[config.mk]
export PLATFORM = sky130hd
export DESIGN_NAME = rofm_regs
export DESIGN_NICKNAME = d
export VERILOG_FILES = /design/src/design/rofm_pkg.sv /design/src/design/rofm_rail_gate.sv /design/src/design/rofm_regs.sv
export VERILOG_INCLUDE_DIRS = /design/src /design/src/design
export SDC_FILE = /design/constraint.sdc
export NUM_CORES = 1
export LEC_CHECK = 0
export ABC_AREA = 0
export BUFFER_PORTS_ARGS = -buffer_cell sky130_fd_sc_hd__buf_2
export CAP_MARGIN = 20
export CELL_PAD_IN_SITES_DETAIL_PLACEMENT = 1
export CELL_PAD_IN_SITES_GLOBAL_PLACEMENT = 1
export CORE_ASPECT_RATIO = 1.5
export CORE_MARGIN = 3
export CORE_UTILIZATION = 30
export CTS_CLUSTER_SIZE = 40
export DETAILED_ROUTE_END_ITERATION = 7
export PLACE_DENSITY = 0.74
export SLEW_MARGIN = 20
export SYNTH_ARGS = -nofsm -noshare
export SYNTH_HDL_FRONTEND = slang
export SYNTH_SLANG_ARGS = --single-unit
[constraint.sdc]
create_clock -name CLK -period 1.8 [get_ports CLK]
set_clock_uncertainty 0.1 [all_clocks]
set_input_delay 0.27 -clock CLK [delete_from_list [all_inputs] [get_ports CLK]]
set_output_delay 0.27 -clock CLK [all_outputs]
set_load 0.005 [all_outputs]
[src/design/rofm_params.svh]
// Offsets, field positions and reset-time constants of the rail override and fault mask bank.
// Assumes it is included by rofm_regs only, the one module of this bank that uses its macros.
// Functional notes
// - With output four bus-controlled open-drain, a level bit of 0 pulls it low and 1 releases it.
// - With outputs three to one bus-controlled push-pull, a level bit of 0 drives low and 1 drives high.
// - In this version the level bits do nothing, outputs follow their power-good trees, levels default 0.
// - Bit 3 at 0 leaves the termination regulator to pins or power-good, at 1 forces it on unless disabled.
// - Bit 2 forces on the factory-selected one of load switch two or linear one, unless disabled.
// - Bit 1 forces load switch one on unless disabled, else pins or power-good control it.
// - Bit 0 forces linear three on unless disabled, else pins or power-good control it.
// - The low mask register holds the step-down, high switch and linear two shutdown masks, a 1 stops that rail's fault shutting down.
// - The high mask register holds shutdown masks for linear one, termination, the load switches and linear three.
// - A disable bit of 0 holds its rail off whatever the pins and the force bit say.
`ifndef ROFM_PARAMS_SVH
`define ROFM_PARAMS_SVH

`define ROFM_OFS_FORCE      8'ha1
`define ROFM_OFS_MASK_LOW   8'ha2
`define ROFM_OFS_MASK_HIGH  8'ha3
`define ROFM_MASK_HIGH_WMSK 8'h7f
`define ROFM_LEVEL_LSB      4
`define ROFM_RAIL_TERM      0
`define ROFM_RAIL_LSW2      1
`define ROFM_RAIL_LIN1      2
`define ROFM_RAIL_LSW1      3
`define ROFM_RAIL_LIN3      4
`define ROFM_NUM_RAILS      5
`define ROFM_NUM_FAULTS     13

`endif

[src/design/rofm_pkg.sv]
// Types shared by the rail override and fault mask bank.
// Assumes rofm_params.svh sits in the include path.
`default_nettype none
package rofm_pkg;
    // Override register layout, bit 7 down to bit 0.
    typedef struct packed {
        logic [3:0] output_level;          // Output four down to output one.
        logic       termination_force_on;
        logic       shared_rail_force_on;
        logic       load_switch_one_force_on;
        logic       linear_three_force_on;
    } rofm_force_t;

    // Low fault mask register layout.
    typedef struct packed {
        logic       linear_two_fault_mask;
        logic       high_switch_fault_mask;
        logic [5:0] step_down_fault_mask;  // Step-down six down to one.
    } rofm_mask_low_t;

    // High fault mask register layout.
    typedef struct packed {
        logic       always_zero;
        logic [1:0] reserved_bits;
        logic       linear_one_fault_mask;
        logic       termination_fault_mask;
        logic       load_switch_two_fault_mask;
        logic       load_switch_one_fault_mask;
        logic       linear_three_fault_mask;
    } rofm_mask_high_t;
endpackage
`default_nettype wire

[src/design/rofm_rail_gate.sv]
// Combines pin or power-good requests, force-on bits and disable bits into rail enables.
// Assumes all inputs are synchronous to the caller's clock; the result is combinational.
`default_nettype none
module rofm_rail_gate #(
    parameter int N = 5
) (
    input  wire logic [N-1:0] pin_request,
    input  wire logic [N-1:0] force_on,
    input  wire logic [N-1:0] enable_allow,
    output logic      [N-1:0] rail_enable
);
    // A cleared allow bit wins over both the pins and the force bit.
    assign rail_enable = enable_allow & (force_on | pin_request);
endmodule
`default_nettype wire

[src/design/rofm_regs.sv]
// Rail force-on, output level and fault shutdown mask registers with their output logic.
// Assumes the serial bus engine presents one-cycle read and write strobes with an 8-bit offset,
// and that the factory configuration inputs are stable while RESETN is low.
`include "rofm_params.svh"
`default_nettype none
module rofm_regs
    import rofm_pkg::*;
#(
    parameter bit LEVEL_BITS_ACTIVE = 1'b0
) (
    input  wire logic                          CLK,
    input  wire logic                          RESETN,
    input  wire logic                          REG_WR,
    input  wire logic                          REG_RD,
    input  wire logic [7:0]                    REG_ADDR,
    input  wire logic [7:0]                    REG_WDATA,
    output logic      [7:0]                    REG_RDATA,
    output logic                               REG_RVALID,
    input  wire rofm_pkg::rofm_force_t         OTP_FORCE,
    input  wire rofm_pkg::rofm_mask_low_t      OTP_MASK_LOW,
    input  wire rofm_pkg::rofm_mask_high_t     OTP_MASK_HIGH,
    input  wire logic                          OTP_SHARED_IS_LINEAR,
    input  wire logic [3:0]                    OTP_OUT_BUS_CTRL,
    input  wire logic [3:0]                    OTP_OUT_PUSH_PULL,
    input  wire logic [`ROFM_NUM_RAILS-1:0]    PIN_REQUEST,
    input  wire logic [3:0]                    DISABLE_N,
    input  wire logic [3:0]                    PG_TREE,
    input  wire logic [`ROFM_NUM_FAULTS-1:0]   POWER_FAULT,
    output logic      [`ROFM_NUM_RAILS-1:0]    RAIL_ENABLE,
    output logic      [`ROFM_NUM_FAULTS-1:0]   FAULT_MASK,
    output logic                               SHUTDOWN_REQ,
    output logic      [3:0]                    GPO_OUT,
    output logic      [3:0]                    GPO_OE
);
    import rofm_pkg::*;

    rofm_force_t                 force_reg;
    rofm_mask_low_t              mask_low_reg;
    rofm_mask_high_t             mask_high_reg;
    logic [`ROFM_NUM_RAILS-1:0]  force_vec;
    logic [`ROFM_NUM_RAILS-1:0]  allow_vec;
    logic [`ROFM_NUM_RAILS-1:0]  rail_next;
    logic [`ROFM_NUM_FAULTS-1:0] mask_next;
    logic [3:0]                  gpo_out_next;
    logic [3:0]                  gpo_oe_next;
    logic [7:0]                  rdata_next;

    // Write decode for one offset; shared by the three register processes.
    function automatic logic hit(input logic [7:0] addr, input logic [7:0] ofs);
        hit = (addr == ofs);
    endfunction

    // Override register; the level bits come up at 0 when this version ignores them.
    always_ff @(posedge CLK)
    begin
        if (!RESETN)
        begin
            force_reg <= OTP_FORCE;
            if (!LEVEL_BITS_ACTIVE)
            begin
                force_reg.output_level <= 4'h0;
            end
        end
        else if (REG_WR && hit(REG_ADDR, `ROFM_OFS_FORCE))
        begin
            force_reg <= rofm_force_t'(REG_WDATA);
        end
    end

    // Low mask register, every bit writable.
    always_ff @(posedge CLK)
    begin
        if (!RESETN)
        begin
            mask_low_reg <= OTP_MASK_LOW;
        end
        else if (REG_WR && hit(REG_ADDR, `ROFM_OFS_MASK_LOW))
        begin
            mask_low_reg <= rofm_mask_low_t'(REG_WDATA);
        end
    end

    // High mask register; the top bit is held at 0. Reserved bits keep whatever the host writes,
    // so a careless host that breaks the 0 and 1 pattern is visible on read back.
    always_ff @(posedge CLK)
    begin
        if (!RESETN)
        begin
            mask_high_reg <= rofm_mask_high_t'(OTP_MASK_HIGH & `ROFM_MASK_HIGH_WMSK);
        end
        else if (REG_WR && hit(REG_ADDR, `ROFM_OFS_MASK_HIGH))
        begin
            mask_high_reg <= rofm_mask_high_t'(REG_WDATA & `ROFM_MASK_HIGH_WMSK);
        end
    end

    // Read mux; offsets outside the bank read as zero rather than echoing a neighbour.
    always_comb
    begin
        rdata_next = 8'h00;
        case (REG_ADDR)
            `ROFM_OFS_FORCE:
            begin
                rdata_next = force_reg;
            end
            `ROFM_OFS_MASK_LOW:
            begin
                rdata_next = mask_low_reg;
            end
            `ROFM_OFS_MASK_HIGH:
            begin
                rdata_next = mask_high_reg;
            end
            default:
            begin
                rdata_next = 8'h00;
            end
        endcase
    end

    // Read port answers one cycle after the strobe. The data holds until the next read, so a slow
    // serial engine may shift it out over many cycles without a copy of its own.
    always_ff @(posedge CLK)
    begin
        if (!RESETN)
        begin
            REG_RDATA  <= 8'h00;
            REG_RVALID <= 1'b0;
        end
        else
        begin
            REG_RVALID <= REG_RD;
            if (REG_RD)
            begin
                REG_RDATA <= rdata_next;
            end
        end
    end

    // Map force and disable bits onto the five rails; the shared bit steers to the factory choice.
    // Both shared rails take one disable bit; the rail not chosen still follows its own pin request.
    always_comb
    begin
        force_vec = '0;
        allow_vec = '0;
        force_vec[`ROFM_RAIL_TERM] = force_reg.termination_force_on;
        force_vec[`ROFM_RAIL_LSW2] = force_reg.shared_rail_force_on & ~OTP_SHARED_IS_LINEAR;
        force_vec[`ROFM_RAIL_LIN1] = force_reg.shared_rail_force_on & OTP_SHARED_IS_LINEAR;
        force_vec[`ROFM_RAIL_LSW1] = force_reg.load_switch_one_force_on;
        force_vec[`ROFM_RAIL_LIN3] = force_reg.linear_three_force_on;
        allow_vec[`ROFM_RAIL_TERM] = DISABLE_N[3];
        allow_vec[`ROFM_RAIL_LSW2] = DISABLE_N[2];
        allow_vec[`ROFM_RAIL_LIN1] = DISABLE_N[2];
        allow_vec[`ROFM_RAIL_LSW1] = DISABLE_N[1];
        allow_vec[`ROFM_RAIL_LIN3] = DISABLE_N[0];
    end

    rofm_rail_gate #(
        .N (`ROFM_NUM_RAILS)
    ) u_gate (
        .pin_request  (PIN_REQUEST),
        .force_on     (force_vec),
        .enable_allow (allow_vec),
        .rail_enable  (rail_next)
    );

    // Fault mask bits in order: high register low five bits above the low register.
    assign mask_next = {mask_high_reg[4:0], mask_low_reg};

    // Output pins: level bits only where the version honours them and the pin is bus controlled.
    always_comb
    begin
        gpo_out_next = '0;
        gpo_oe_next  = '0;
        for (int i = 0; i < 4; i++)
        begin
            if (LEVEL_BITS_ACTIVE && OTP_OUT_BUS_CTRL[i])
            begin
                // Output four has no push-pull option.
                if (OTP_OUT_PUSH_PULL[i] && i != 3)
                begin
                    gpo_out_next[i] = force_reg.output_level[i];
                    gpo_oe_next[i]  = 1'b1;
                end
                else
                begin
                    gpo_oe_next[i] = ~force_reg.output_level[i];
                end
            end
            else if (OTP_OUT_PUSH_PULL[i] && i != 3)
            begin
                gpo_out_next[i] = PG_TREE[i];
                gpo_oe_next[i]  = 1'b1;
            end
            else
            begin
                gpo_oe_next[i] = ~PG_TREE[i];
            end
        end
    end

    // Registered outputs; rails stay off and the pins released while reset is low.
    always_ff @(posedge CLK)
    begin
        if (!RESETN)
        begin
            RAIL_ENABLE  <= '0;
            FAULT_MASK   <= '0;
            SHUTDOWN_REQ <= 1'b0;
            GPO_OUT      <= 4'h0;
            GPO_OE       <= 4'h0;
        end
        else
        begin
            RAIL_ENABLE  <= rail_next;
            FAULT_MASK   <= mask_next;
            SHUTDOWN_REQ <= |(POWER_FAULT & ~mask_next);
            GPO_OUT      <= gpo_out_next;
            GPO_OE       <= gpo_oe_next;
        end
    end
endmodule
`default_nettype wire

Yosys cells after proc, flatten, opt, wreduce, memory -nomap -nowiden --
Cells that the tools add are included.
Storage, ports and cells: register bits after elaboration 59, input port bits 79, output and inout bits 36, logic and storage cells 58
Cells by class: equality and inequality tests 6, mux-type cells 10, bitwise operators 11, reductions and logical operators 7
Operator list (number):
- == test 8 bit, second input constant | 3
- case mux 8 bit (3 select lines) | 1
- two-way mux 8 bit | 2
- two-way mux 7 bit | 2
- AND 13 bit | 1
- NOT 13 bit | 1
- OR reduction 13 bit | 1
- two-way mux 4 bit | 2
- inequality test 2 x 1 -> 1 bit, second input constant | 3
- AND reduction 2 bit | 3
- AND 5 bit | 1
- NOT 1 bit | 5
- OR 5 bit | 1
- logical AND 1 bit | 3
- two-way mux 1 bit | 3
- AND 1 bit | 2

Depth between registers and ports, before layout --
Gate-level depths: netlist of run 1.
word-level depth 4, mapped depth 5

Modules after synthesis --
A second synthesis of run 1 with hierarchy kept.
Unflattened totals: cells, all modules 226, area total of the unflattened synthesis 2351.0 µm²
By module, submodules not included:
- rofm_regs | times used 1, cells each 221, area an instance 2313.5 µm², seq. area each 1351.3 µm²
- rofm_rail_gate | times used 1, cells each 5, area an instance 37.5 µm², seq. area each 0.0 µm²

Worst setup path before layout of run 1 --
No wires, ideal clock.
kind in2reg, from input REG_ADDR[3], to register mask_low_reg[0] (netlist name), enable pin, setup time 0.384 ns, arrival 1.421 ns, data required time 1.316 ns, slack -0.105 ns, cell stages on the path 3, path through nor4b_4 > nand4b_2 > o21ai_0
Between the ends: cells in the longest elaborated chain, start to end 3
Ends and longest elaborated chain:
- start: declaration | RTL line rofm_regs.sv:15 | input wire logic [7:0] REG_ADDR,
- == test 8 bit | RTL line rofm_regs.sv:50 | hit = (addr == ofs);
- logical AND 1 bit | RTL line rofm_regs.sv:77 | else if (REG_WR && hit(REG_ADDR, `ROFM_OFS_MASK_LOW))
- inequality test 2 x 1 -> 1 bit (no line)
- end signal: assignment | RTL line rofm_regs.sv:79 | mask_low_reg <= rofm_mask_low_t'(REG_WDATA);
- end: declaration | RTL line rofm_regs.sv:38 | rofm_mask_low_t mask_low_reg;
No other way between the ends. A chain may end at the register's enable or synchronous reset.

Worst setup path in the final report of run 1 --
from input REG_ADDR[3], to register mask_low_reg[4] (netlist name), enable pin
The elaborated chain is that of the path after synthesis.

==> results.md, run 1 <==
* Worst hold stages at 2
* IO Count at approximately 120
* Most used cell along the critical path: buf_4
* Yosys reg bits at 58
* Share of cells above drive strength 1 at 0.384
* Mapped cell area at 2340 sq um
* Slowest Stage Delay on Critical Path at around 0.33 ns
* Type of element launching the critical path: primary input
* Initial antenna violation count at 0
* Post-synthesis simple-gate area fraction at 0.140
* Adder-Cell Fraction of Synth Area at 0
* Grt peak-use layer: met2
* Max reg flops at 13
* Place WS at -0.0655 ns
* FMAX at between 600 and 700 MHz
* # Max-Cap Violations at 0
* Largest Register: FAULT_MASK
* Starting Density at 0.315
* DP Area at around 3000 sq um
* Multiplexer share of the synthesized area at 0.0508
* Row Count at 38
* Main combinational cell family by area after synthesis: compound AO/OA/AOI/OAI gates
* Yosys warns at 0
* Met2 Usage GRT at 0.260
* # DRC at 0
* Fin. Hold Viols at 0
* Die height at 114 microns
* Input/output buffers at 103
* WHS at around 0.022 ns
* Cells after synthesis at between 200 and 250
* Final Max Slew Viols at 0
* Crit path max-delay family: simple AND/OR/NAND/NOR gates
* First-pass GRT wire length at slightly above 10000 microns
* Vias in the first global route at around 2100
* Clock transition at path regs at approximately 0.06 ns
* Filler Cells Inserted at 941
* Critical Path RT at 1.74 ns
* Sink Count at 58
* WL/cell at ~14 microns
* Critical path class: primary input to flip-flop
* Worst-path maximum fanout at 8
* Cells on worst reg2reg path at 3
* Critical path arrival at between 1 and 1.5 ns
* RSZ-0062 raised after global routing: no
* Routed Antenna Nets at 0
* Starting DRT DRC Count at 125
* Post-detail-place hpwl at 5010 microns
* N_diodes at 0
* Final setup viols at 0
* Bufs and invs on worst path at 3
* Crit-path cells: buf_2 -> nor4b_4 -> nand4b_2 -> buf_4 -> o21ai_1 -> buf_4
* Tot GR Track Use at 0.149
* CORE AREA at approximately 7400 sq um
* Compound-cell area share of the yosys netlist at 0.144
* Pin count of the biggest net entering global routing at 41
* Post-synthesis xor/xnor area fraction at 0
* Min Tclk post-route at 1.49 ns
* H-tree lvl count at 3
* Fin crit share at 0.826
* Final worst setup slack at 0.313 ns
* Layout area overhead at 36.3%
* Register Area at 1350 sq um
* Static Leak at between 0.0015 and 0.002 uW
* Worst VDD drop at approximately 370 uV
* CP Depth at 6
* Synthesized Nets at approximately 310
* Hold Crit Class: primary input to flip-flop
* CTS tree: built
* Global route overflow at 0
* PD cells at between 900 and 1000 nW/um^2
* Width of the die at 78.1 microns
* Via density at approximately 4.5
* Yosys cell types at 32
* Crit end category: flip-flop
* Critical-path top delay cell: nor4b_4
* Vias at approximately 2000
* Total CTS buffers at 9
* Seq/Total Area, Yosys at 0.578
* Pre-antenna DRT Iters at 4
* RD Place Congestion at between 0.7 and 0.8
* Met3 Use GR at 0.0543
* M1 GR Usage at 0.164
* Maximum buffer depth of the clock tree at 2
* Clk Latency, worst-skew pair at between 0.3 and 0.4 ns
* Outcome: completed
* Die area at slightly below 9000 sq um
* Final non-filler cell area at 3190 sq um
* Multi-input gate area at roughly 790 sq um
* Final wirelength at 6270 microns
* Avg Cell Area, Syn at slightly above 10 sq um
* Nets@finish at between 400 and 500
* Clock root buffer: clkbuf_8
[placed cells by master (no fill, tap or decap), types with 2 or more instances in the layout]
cell type | netlist | layout
a21oi_1 | 13 | 13
a222oi_1 | 8 | 8
and2_1 | 13 | 13
and3_1 | 3 | 3
buf_2 | 2 | 103
buf_4 | 1 | 6
clkbuf_1 | 10 | 3
clkbuf_8 | 0 | 9
clkinv_1 | 0 | 2
dfxtp_1 | 39 | 39
dlygate4sd3_1 | 0 | 2
edfxtp_1 | 19 | 19
inv_1 | 39 | 39
mux2_2 | 7 | 7
mux2i_1 | 4 | 4
nand2_1 | 14 | 14
nor2_1 | 4 | 4
nor2b_1 | 2 | 2
nor3_1 | 2 | 2
nor3b_1 | 6 | 6
o211a_1 | 3 | 3
o21ai_0 | 21 | 19
o21ai_1 | 0 | 2
o22ai_1 | 4 | 4
[area by class of cell]
type,instances,area share
tap,100,0.0393
multi-input combinational,116,0.247
clock buffer,12,0.0424
sequential,58,0.424
timing repair buffer,112,0.188
inverter,39,0.0459
clock inverter,4,0.0133
[where the power goes]
| part | internal, uW | total (uW) | switching (uW) |
|---|---|---|---|
| combinational | 161 | 308 | 146 |
| clock | 629 | 1110 | 477 |
| sequential | 1440 | 1480 | 41.6 |
| total | 2230 | 2900 | 665 |
[final timing paths]
check | startpoint | end | slack (ns)
worst max-delay path | REG_ADDR[3] | mask_low_reg[4] | 0.31
worst min-delay path | PG_TREE[1] | GPO_OE[1] | 0.02
worst max register to register | force_reg[2] | REG_RDATA[2] | 0.54
worst min register to register | force_reg[5] | force_reg[5] | 0.36
[metrics by stage]
| step | total power, uW | util | cells | setup TNS, ns |
|---|---|---|---|---|
| floorplan | 1640 | - | 226 | 0 |
| global placement | 1810 | 0.403 | 423 | 0 |
| detailed placement | 1820 | 0.403 | 423 | -1.13 |
| CTS | 2940 | 0.430 | 441 | 0 |
| global route | 3070 | 0.430 | 441 | 0 |
| finish | 2900 | 0.430 | 441 | 0 |
[cells by family (layout without fill, tap and decap cells)]
group | count (synthesis) | after routing
flops | 58 | 58
simple gates | 51 | 51
mux | 11 | 11
compound gates | 53 | 53
buf+inv | 52 | 167
other cells | 1 | 1
[what timing repair did]
action | 4_1_cts | 5_1_grt
hold endpoints to repair | 2 | 0
hold buffers | 2 | 0
setup buffers | 0 | 0
resized for setup | 0 | 0
[per-layer routing]
| metal | wire [microns] | up-vias |
|---|---|---|
| li1 | - | 988 |
| met1 | 2360 | 917 |
| met2 | 3410 | 63 |
| met3 | 412 | 6 |
| met4 | 79 | 0 |
| met5 | 0 | - |
[worst register-to-register path, cell delays in order, from the launching register on]
cell and delay [ns]:
edfxtp_1 0.44, mux2_2 0.29, a222oi_1 0.23, nor3b_1 0.10
[cell usage after synthesis]
library cell  number  area, sq um
inv_1             39          146
nand2b_1           1         6.26
and2_1            13         81.3
and3b_1            1         8.76
a31oi_1            1         6.26
nand4b_2           1         15.0
and4b_1            1         10.0
nor3b_1            6         45.0
dfxtp_1           39          781
buf_4              1         7.51
nor2_1             4         15.0
nor2b_1            2         12.5
buf_2              2         10.0
edfxtp_1          19          571
mux2_2             7         78.8
o211a_1            3         30.0
nand4b_1           1         8.76
a222oi_1           8         80.1
nor4b_4            1         23.8
a221oi_1           1         8.76
conb_1             1         3.75
o22ai_1            4         25.0
and3_1             3         18.8
nor3_1             2         10.0
o21a_1             1         7.51
nor3b_4            1         18.8
nand2_1           14         52.6
o2bb2ai_1          1         8.76
o21ai_0           21          105
a21oi_1           13         65.1
clkbuf_1          10         37.5
mux2i_1            4         40.0
Power figures use the tool's default switching activity.
==> run 2, diff against run 1 <==
ABC_AREA = 1   (was 0)
CORE_UTILIZATION = 32   (was 30)
PLACE_DENSITY = 0.77   (was 0.74)
clock period = 1.5 ns   (was 1.8 ns; I/O delays follow)
==> run 2 against run 1 <==
  * Routed wire length is 16% higher
  * Sequential share of layout area is 1.8 points lower
  * Die area is 2.1% lower
  * Area after synthesis is 4.3% higher
  * Sequential power is 21% higher
  * Clock power is 22% higher
  * First-iteration DRC count is 5.6% lower
  * Worst setup slack worse by 0.014 ns
  * Critical endpoint is now SHUTDOWN_REQ
  * Largest cell class unchanged
==> results.md, run 2 <==
* Maximum buffer depth of the clock tree at 2 (unchanged)
* Fin. Hold Viols at 0 (unchanged)
* CP Capture Point: SHUTDOWN_REQ
* Setup total negative slack at 0 ns (unchanged)
* Synth top area cells: dfxtp_1 32%, edfxtp_1 23%, nand2_1 14%, inv_1 6.3%, nand3_1 6.2%
* Multi-input gate area at 852 sq um (+8.4%)
* Clk Latency, worst-skew pair at 0.34 ns (about the same)
* DR WL met2 at 4100 microns (+20%)
* Switching part of the total at 0.244 (+0.0146)
* Commonest non-fill, non-tap cell in the layout: buf_2
* Initial antenna violation count at 0 (unchanged)
* Worst-path maximum fanout at 3 (-5)
* Critical path arrival at 1.33 ns (-0.10 ns)
* Total power at 3520 uW (+22%)
* Vias in the first global route at 2472 (+19%)
* Sequential power share at 0.508 (-0.004)
* Crit Reg-Reg Endpoint: SHUTDOWN_REQ
* Pin count of the biggest net entering global routing at 19 (-54%)
* Tot GR Track Use at 0.175 (+0.0261)
* Commonest cells after routing, fill and taps aside: 103 x buf_2, 91 x nand2_1, 41 x inv_1
* H-tree lvl count at 3 (unchanged)
* Area share of the largest cell type after synthesis at 0.320 (-0.0137)
* Largest Register: FAULT_MASK
* Clock root buffer: clkbuf_8
* Synthesized Nets at 368 (+21%)
* Layout area overhead at 36.6%
* DR top layer: met4
* Reg2reg setup slack at 0.30 ns (-0.24 ns)
* PD cells at 1060 nW/um^2 (+16%)
* Cells on worst reg2reg path at 5 (+2)
* Reg2reg start: mask_high_reg[4]
* Via density at 4.42 (-1.2%)
* Net Sw Power at 860 uW (+29%)
* Global route overflow at 0 (unchanged)
* Seq/Total Area, Yosys at 0.554 (-0.0237)
* WHS at 0.0150 ns (-0.00705 ns)
* # DRC at 0 (unchanged)
* Sink Count at 58 (unchanged)
* Die area at 8730 sq um (-2.1%)
* Vias at 2278 (+15%)
* Filler Cells Inserted at 951 (+1.1%)
* Row Count at 38 (unchanged)
* Width of the die at 77.3 microns (-1.0%)
* Launch point of the worst path: mask_high_reg[4]
* Yosys cell types at 26 (-19%)
* Critical path class: flip-flop to flip-flop
* Post-CTS sizing at 0 (unchanged)
* IO Count at 115 (unchanged)
* Crit end category: flip-flop
* Max reg flops at 13 (unchanged)
* Most numerous cell in the Yosys netlist: nand2_1
* Final wirelength at 7290 microns (+16%)
* First-pass GRT wire length at 11600 microns (+14%)
* Leading register cell type out of synthesis: dfxtp_1
* WL/cell at 14.1 microns (-0.48%)
* Register Area at 1350 sq um (unchanged)
* Share of cells above drive strength 1 at 0.366 (-0.0179)
* Internal power at 2660 uW (+19%)
* CTS tree: built
* Yosys warns at 0 (unchanged)
* Post-synth top area cell: dfxtp_1
* Static Leak at 0.00181 uW (+15%)
* Total CTS buffers at 9 (unchanged)
* Die height at 113 microns (-1.1%)
* Post-detail-place hpwl at 5830 microns (+16%)
* Final worst setup slack at 0.299 ns (-0.0140 ns)
* Clock transition at path regs at 0.06 ns (about the same)
* FMAX at around 830 MHz
* Final Max Slew Viols at 0 (unchanged)
* Mapped cell area at 2440 sq um (+4.3%)
* Gate power share at 0.110 (+0.004)
* Power share of the clock group at 0.383 (about the same)
* Place WS at 0.0655 ns (+0.131 ns)
* Post-CTS setup buffer count at 0 (unchanged)
* Cells after synthesis at 289 (+28%)
* Routed Antenna Nets at 0 (unchanged)
* Hold Crit Class: primary input to flip-flop
* RD Place Congestion at 0.778 (+1.1%)
* Post-synth EDFFs at 19 (unchanged)
* Met1 WL at 2630 microns (+11%)
* RSZ-0062 raised after global routing: no
* Commonest cells in the netlist: 91 x nand2_1, 41 x inv_1, 39 x dfxtp_1, 30 x nand3_1, 19 x edfxtp_1
* Fin crit share at 0.801
* Type of element launching the critical path: flip-flop
* Final setup viols at 0 (unchanged)
* DP Area at 3110 sq um (+4.2%)
* Final non-filler cell area at 3330 sq um (+4.6%)
* Starting DRT DRC Count at 118 (-5.6%)
* # Max-Cap Violations at 0 (unchanged)
* Worst VDD drop at 396 uV (+6.5%)
* Input/output buffers at 103 (unchanged)
* Nets@finish at 489 (+18%)
* CORE AREA at 7320 sq um (-1.3%)
* FFs w/ async S/R, synth at 0 (unchanged)
* Outcome: completed
* Routed met3 length at 320 microns (-22%)
* Yosys reg bits at 58 (unchanged)
* Pre-antenna DRT Iters at 4 (unchanged)
* Avg Cell Area, Syn at 8.44 sq um (-18%)
* N_diodes at 0 (unchanged)
* Critical Path RT at 1.63 ns (-0.11 ns)
* Min Tclk post-route at about 1.2 ns
* Starting Density at 0.333 (+0.0178)
run 2: metal layers:
metal / up-vias / global-route usage
met5: - / 0
met4: 0 / 0.0926
met3: 20 / 0.0438
met2: 68 / 0.335
met1: 1046 / 0.169
li1: 1144 / -
run 2: critical path, cell delays in order (launching register included):
cell and delay, ns:
edfxtp_1 0.44, nor2_1 0.08, nor3_1 0.19, nand4_1 0.11, nor2_1 0.12, nor2_1 0.05
run 2: timing repair:
item / CTS / global route
hold buffers: 4 / 0
endpoints found under the setup margin: 0 / 0
hold endpoints to repair: 5 / 0
run 2: area by class of cell:
cell class                 instances  area share
sequential                        58       0.406
clock buffer                      12      0.0406
timing repair buffer             120       0.196
multi-input combinational        175       0.256
clock inverter                     4      0.0128
tap                              100      0.0376
inverter                          46      0.0518
run 2: worst min path at each step:
| stage | start | to | slack, ns | cells past startpoint |
|---|---|---|---|---|
| 2_1_floorplan | PG_TREE[3] | GPO_OE[3] | 0.20 | 1 |
| 3_3_place_gp | PG_TREE[3] | GPO_OE[3] | 0.28 | 2 |
| 3_5_place_dp | PG_TREE[3] | GPO_OE[3] | 0.29 | 2 |
| 4_1_cts | OTP_OUT_PUSH_PULL[1] | GPO_OE[1] | 0.004 | 3 |
| 5_1_grt | OTP_OUT_PUSH_PULL[2] | GPO_OUT[2] | 0.03 | 3 |
| 6_report | OTP_OUT_PUSH_PULL[1] | GPO_OE[1] | 0.01 | 3 |
run 2: power by group through the flow:
stage / Sequential [uW] / Clock (uW) / Combinational [uW]
after floorplan: 1810 / 0 / 173
after global placement: 1820 / 0 / 372
after detailed placement: 1820 / 0 / 385
after CTS: 1790 / 1380 / 394
after global routing: 1800 / 1450 / 439
final: 1790 / 1350 / 386
run 2: stage by stage:
stage	utilization	cells
after floorplan	-	289
after global placement	0.425	495
after detailed placement	0.425	495
after CTS	0.455	515
after global routing	0.455	515
final	0.455	515
run 2: kinds of logic (layout without fill, tap and decap cells):
| kind of cell | count (synthesis) | after routing | share of synthesized area |
|---|---|---|---|
| compound gates | 23 | 23 | 0.0605 |
| buf+inv | 56 | 182 | 0.0965 |
| flops | 58 | 58 | 0.554 |
| other cells | 1 | 1 | 0.00154 |
| simple gates | 151 | 151 | 0.287 |
==> run 3, diff against run 2 <==
CORE_UTILIZATION = 29   (was 32)
PLACE_DENSITY = 0.74   (was 0.77)
clock period = 1.1 ns   (was 1.5 ns; I/O delays follow)
==> run 3 against run 2 <==
  * The flow now finishes with violations (negative setup slack)
  * Worst setup slack got worse by 0.33 ns
  * Sequential share of layout area is 3.9 points lower
  * Hold slack lost 0.0033 ns
  * Sequential cell count unchanged
  * First-iteration DRC count decreased by 35%
  * Core utilization is essentially flat
  * Die area up 9.7%
  * Combinational power is 64% higher
  * Routed wire length rose by 8.2%
  * Clock-buffer cell count shrank 1
  * Final area up 11%
==> results.md, run 3 (same netlist as run 2, synthesis figures left out) <==
* Final worst setup slack at -0.0315 ns (-0.331 ns)
* Starting Density at 0.301 (-0.0323)
* Layout area overhead at 51.5%
* Critical path arrival at 1.25 ns (-0.08 ns)
* Violated checks: negative setup slack
* First-pass GRT wire length at 12500 microns (+7.7%)
* Bufs and invs on worst path at 0 (unchanged)
* Max reg flops at 13 (unchanged)
* Share of cells above drive strength 1 at 0.391 (+0.0249)
* Final wirelength at 7880 microns (+8.2%)
* Reg2reg start: mask_low_reg[2]
* Starting DRT DRC Count at 77 (-35%)
* Routed Antenna Nets at 0 (unchanged)
* Slowest Stage Delay on Critical Path at 0.45 ns (about the same)
* # DRC at 0 (unchanged)
* Maximum buffer depth of the clock tree at 2 (unchanged)
* Final Max Slew Viols at 0 (unchanged)
* Total CTS buffers at 9 (unchanged)
* Setup total negative slack at -0.0315 ns (-0.0315 ns)
* Static Leak at 0.00195 uW (+8.2%)
* Hold Startpoint: PIN_REQUEST[1]
* Crit end category: flip-flop
* Pin count of the biggest net entering global routing at 17 (-2)
* Die height at 118 microns (+4.8%)
* Largest Register: FAULT_MASK
* Worst hold stages at 3 (unchanged)
* DP Area at 3310 sq um (+6.2%)
* Worst-path maximum fanout at 3 (unchanged)
* Type of element launching the critical path: flip-flop
* PD cells at 1490 nW/um^2 (+41%)
* Most used cell along the critical path: nor2_1
* Fin crit share at 1.03 (+0.228)
* Input/output buffers at 103 (unchanged)
* Commonest non-fill, non-tap cell in the layout: buf_2
* Clk Latency, worst-skew pair at 0.32 ns (-0.02 ns)
* RD Place Congestion at 0.772 (-0.78%)
* Clock transition at path regs at 0.05 ns (about the same)
* Total power at 5500 uW (+56%)
* Cells on worst reg2reg path at 5 (unchanged)
* Hold EP: RAIL_ENABLE[1]
* Final non-filler cell area at 3690 sq um (+11%)
* Width of the die at 80.9 microns (+4.7%)
* Clock root buffer: clkbuf_16
* Worst VDD drop at 924 uV (+130%)
* Crit Reg-Reg Endpoint: SHUTDOWN_REQ
* Via density at 4.38 (-1.1%)
* Commonest cells after routing, fill and taps aside: 103 x buf_2, 89 x nand2_1, 41 x inv_1
* Nets@finish at 506 (+3.5%)
* Tot GR Track Use at 0.175 (-0.000529)
* Post-detail-place hpwl at 6230 microns (+6.9%)
* Die area at 9570 sq um (+9.7%)
* # Max-Cap Violations at 0 (unchanged)
* Row Count at 40 (+5.3%)
* Vias at 2350 (+3.2%)
* N_diodes at 0 (unchanged)
* Critical-path top delay cell: edfxtp_1
* FMAX at 884 MHz (+6.1%)
* Crit path max-delay family: flip-flops
* Hold Crit Class: primary input to flip-flop
* WL/cell at 14.7 microns (+3.7%)
* Final setup viols at 1 (+1)
* CORE AREA at 8110 sq um (+11%)
* Outcome: complete, but fails checks
* Crit-path cells: o22ai_2 -> nor2_1 -> nand3_1 -> nor2_1 -> nor2_1
* H-tree lvl count at 3 (unchanged)
* Fin. Hold Viols at 0 (unchanged)
* Vias in the first global route at 2618 (+5.9%)
* Global route overflow at 0 (unchanged)
* RSZ-0062 raised after global routing: yes
* IO Count at 115 (unchanged)
* Reg2reg setup slack at -0.03 ns (-0.33 ns)
* Min Tclk post-route at 1.13 ns (-0.0694 ns)
* Initial antenna violation count at 0 (unchanged)
* Place WS at -0.272 ns (-0.337 ns)
* CTS tree: built
* Critical Path RT at 1.22 ns (-0.41 ns)
* Critical path class: flip-flop to flip-flop
* Pre-antenna DRT Iters at 4 (unchanged)
* Sink Count at 58 (unchanged)
* Post-CTS setup buffer count at 0 (unchanged)
==> run 3: cell types whose count changed in the layout (fill, tap and decap cells not counted), moves of 2 or more <==
cell | previous run | this run
buf_12 | 0 | 3
buf_4 | 13 | 20
clkbuf_1 | 3 | 1
clkbuf_16 | 0 | 9
clkbuf_8 | 9 | 1
clkinv_1 | 2 | 4
dlygate4sd3_1 | 4 | 11
inv_2 | 5 | 3
nand2_1 | 91 | 89
nand2_2 | 4 | 2
nand2_4 | 1 | 4
nand3_1 | 30 | 28
==> run 3: where the power goes <==
group / switching [uW] / internal, uW / total, uW / leakage (uW)
logic: 329 / 303 / 632 / 0.00132
clock network: 886 / 1540 / 2430 / 0.000129
registers: 75.5 / 2360 / 2440 / 0.000507
total: 1290 / 4210 / 5500 / 0.00195
==> run 3: metrics by stage <==
stage | utilization | instances | hold slack (ns)
after global routing | 0.456 | 537 | 0.0191
after CTS | 0.455 | 537 | 0.000619
final | 0.456 | 537 | 0.0117
after floorplan | - | 289 | 0.137
after detailed placement | 0.408 | 510 | 0.231
after global placement | 0.408 | 510 | 0.223
==> run 3: how the worst max path moves through the flow <==
stage          cells after the start               to             from
2_1_floorplan                      6  mask_low_reg[0]      REG_ADDR[4]
3_3_place_gp                       9     REG_RDATA[2]      REG_ADDR[4]
3_5_place_dp                       9     REG_RDATA[2]      REG_ADDR[4]
4_1_cts                            5     SHUTDOWN_REQ  mask_low_reg[2]
5_1_grt                            5     SHUTDOWN_REQ  mask_low_reg[2]
6_report                           5     SHUTDOWN_REQ  mask_low_reg[2]
==> run 3: worst min-delay path, cell delays in order <==
cell     delay (ns)
buf_2          0.08
a21oi_1        0.03
nor3_1         0.11
==> run 3: layout make-up <==
type                    count  area [sq um]
clock inverters             5          20.0
repair buffers            137           836
well taps                 105           131
fillers                  1046          4410
clock buffers              11           243
inverters                  46           196
flip-flops and latches     58          1350
multi-input cells         175           915
==> run 3: metal layers <==
metal,part of all wire,vias to the layer above,track usage,wire length (microns)
met5,0,-,0,0
met4,0.022,0,0.0793,170
met3,0.043,10,0.0335,337
met2,0.60,59,0.345,4730
met1,0.34,1101,0.163,2640
li1,-,1180,-,-
==> run 3: repair_timing <==
action	4_1_cts	5_1_grt
endpoints found under the setup margin	1	3
resized for setup	2	1
hold buffers	11	0
pin swaps	3	6
endpoints found under the hold margin	11	0
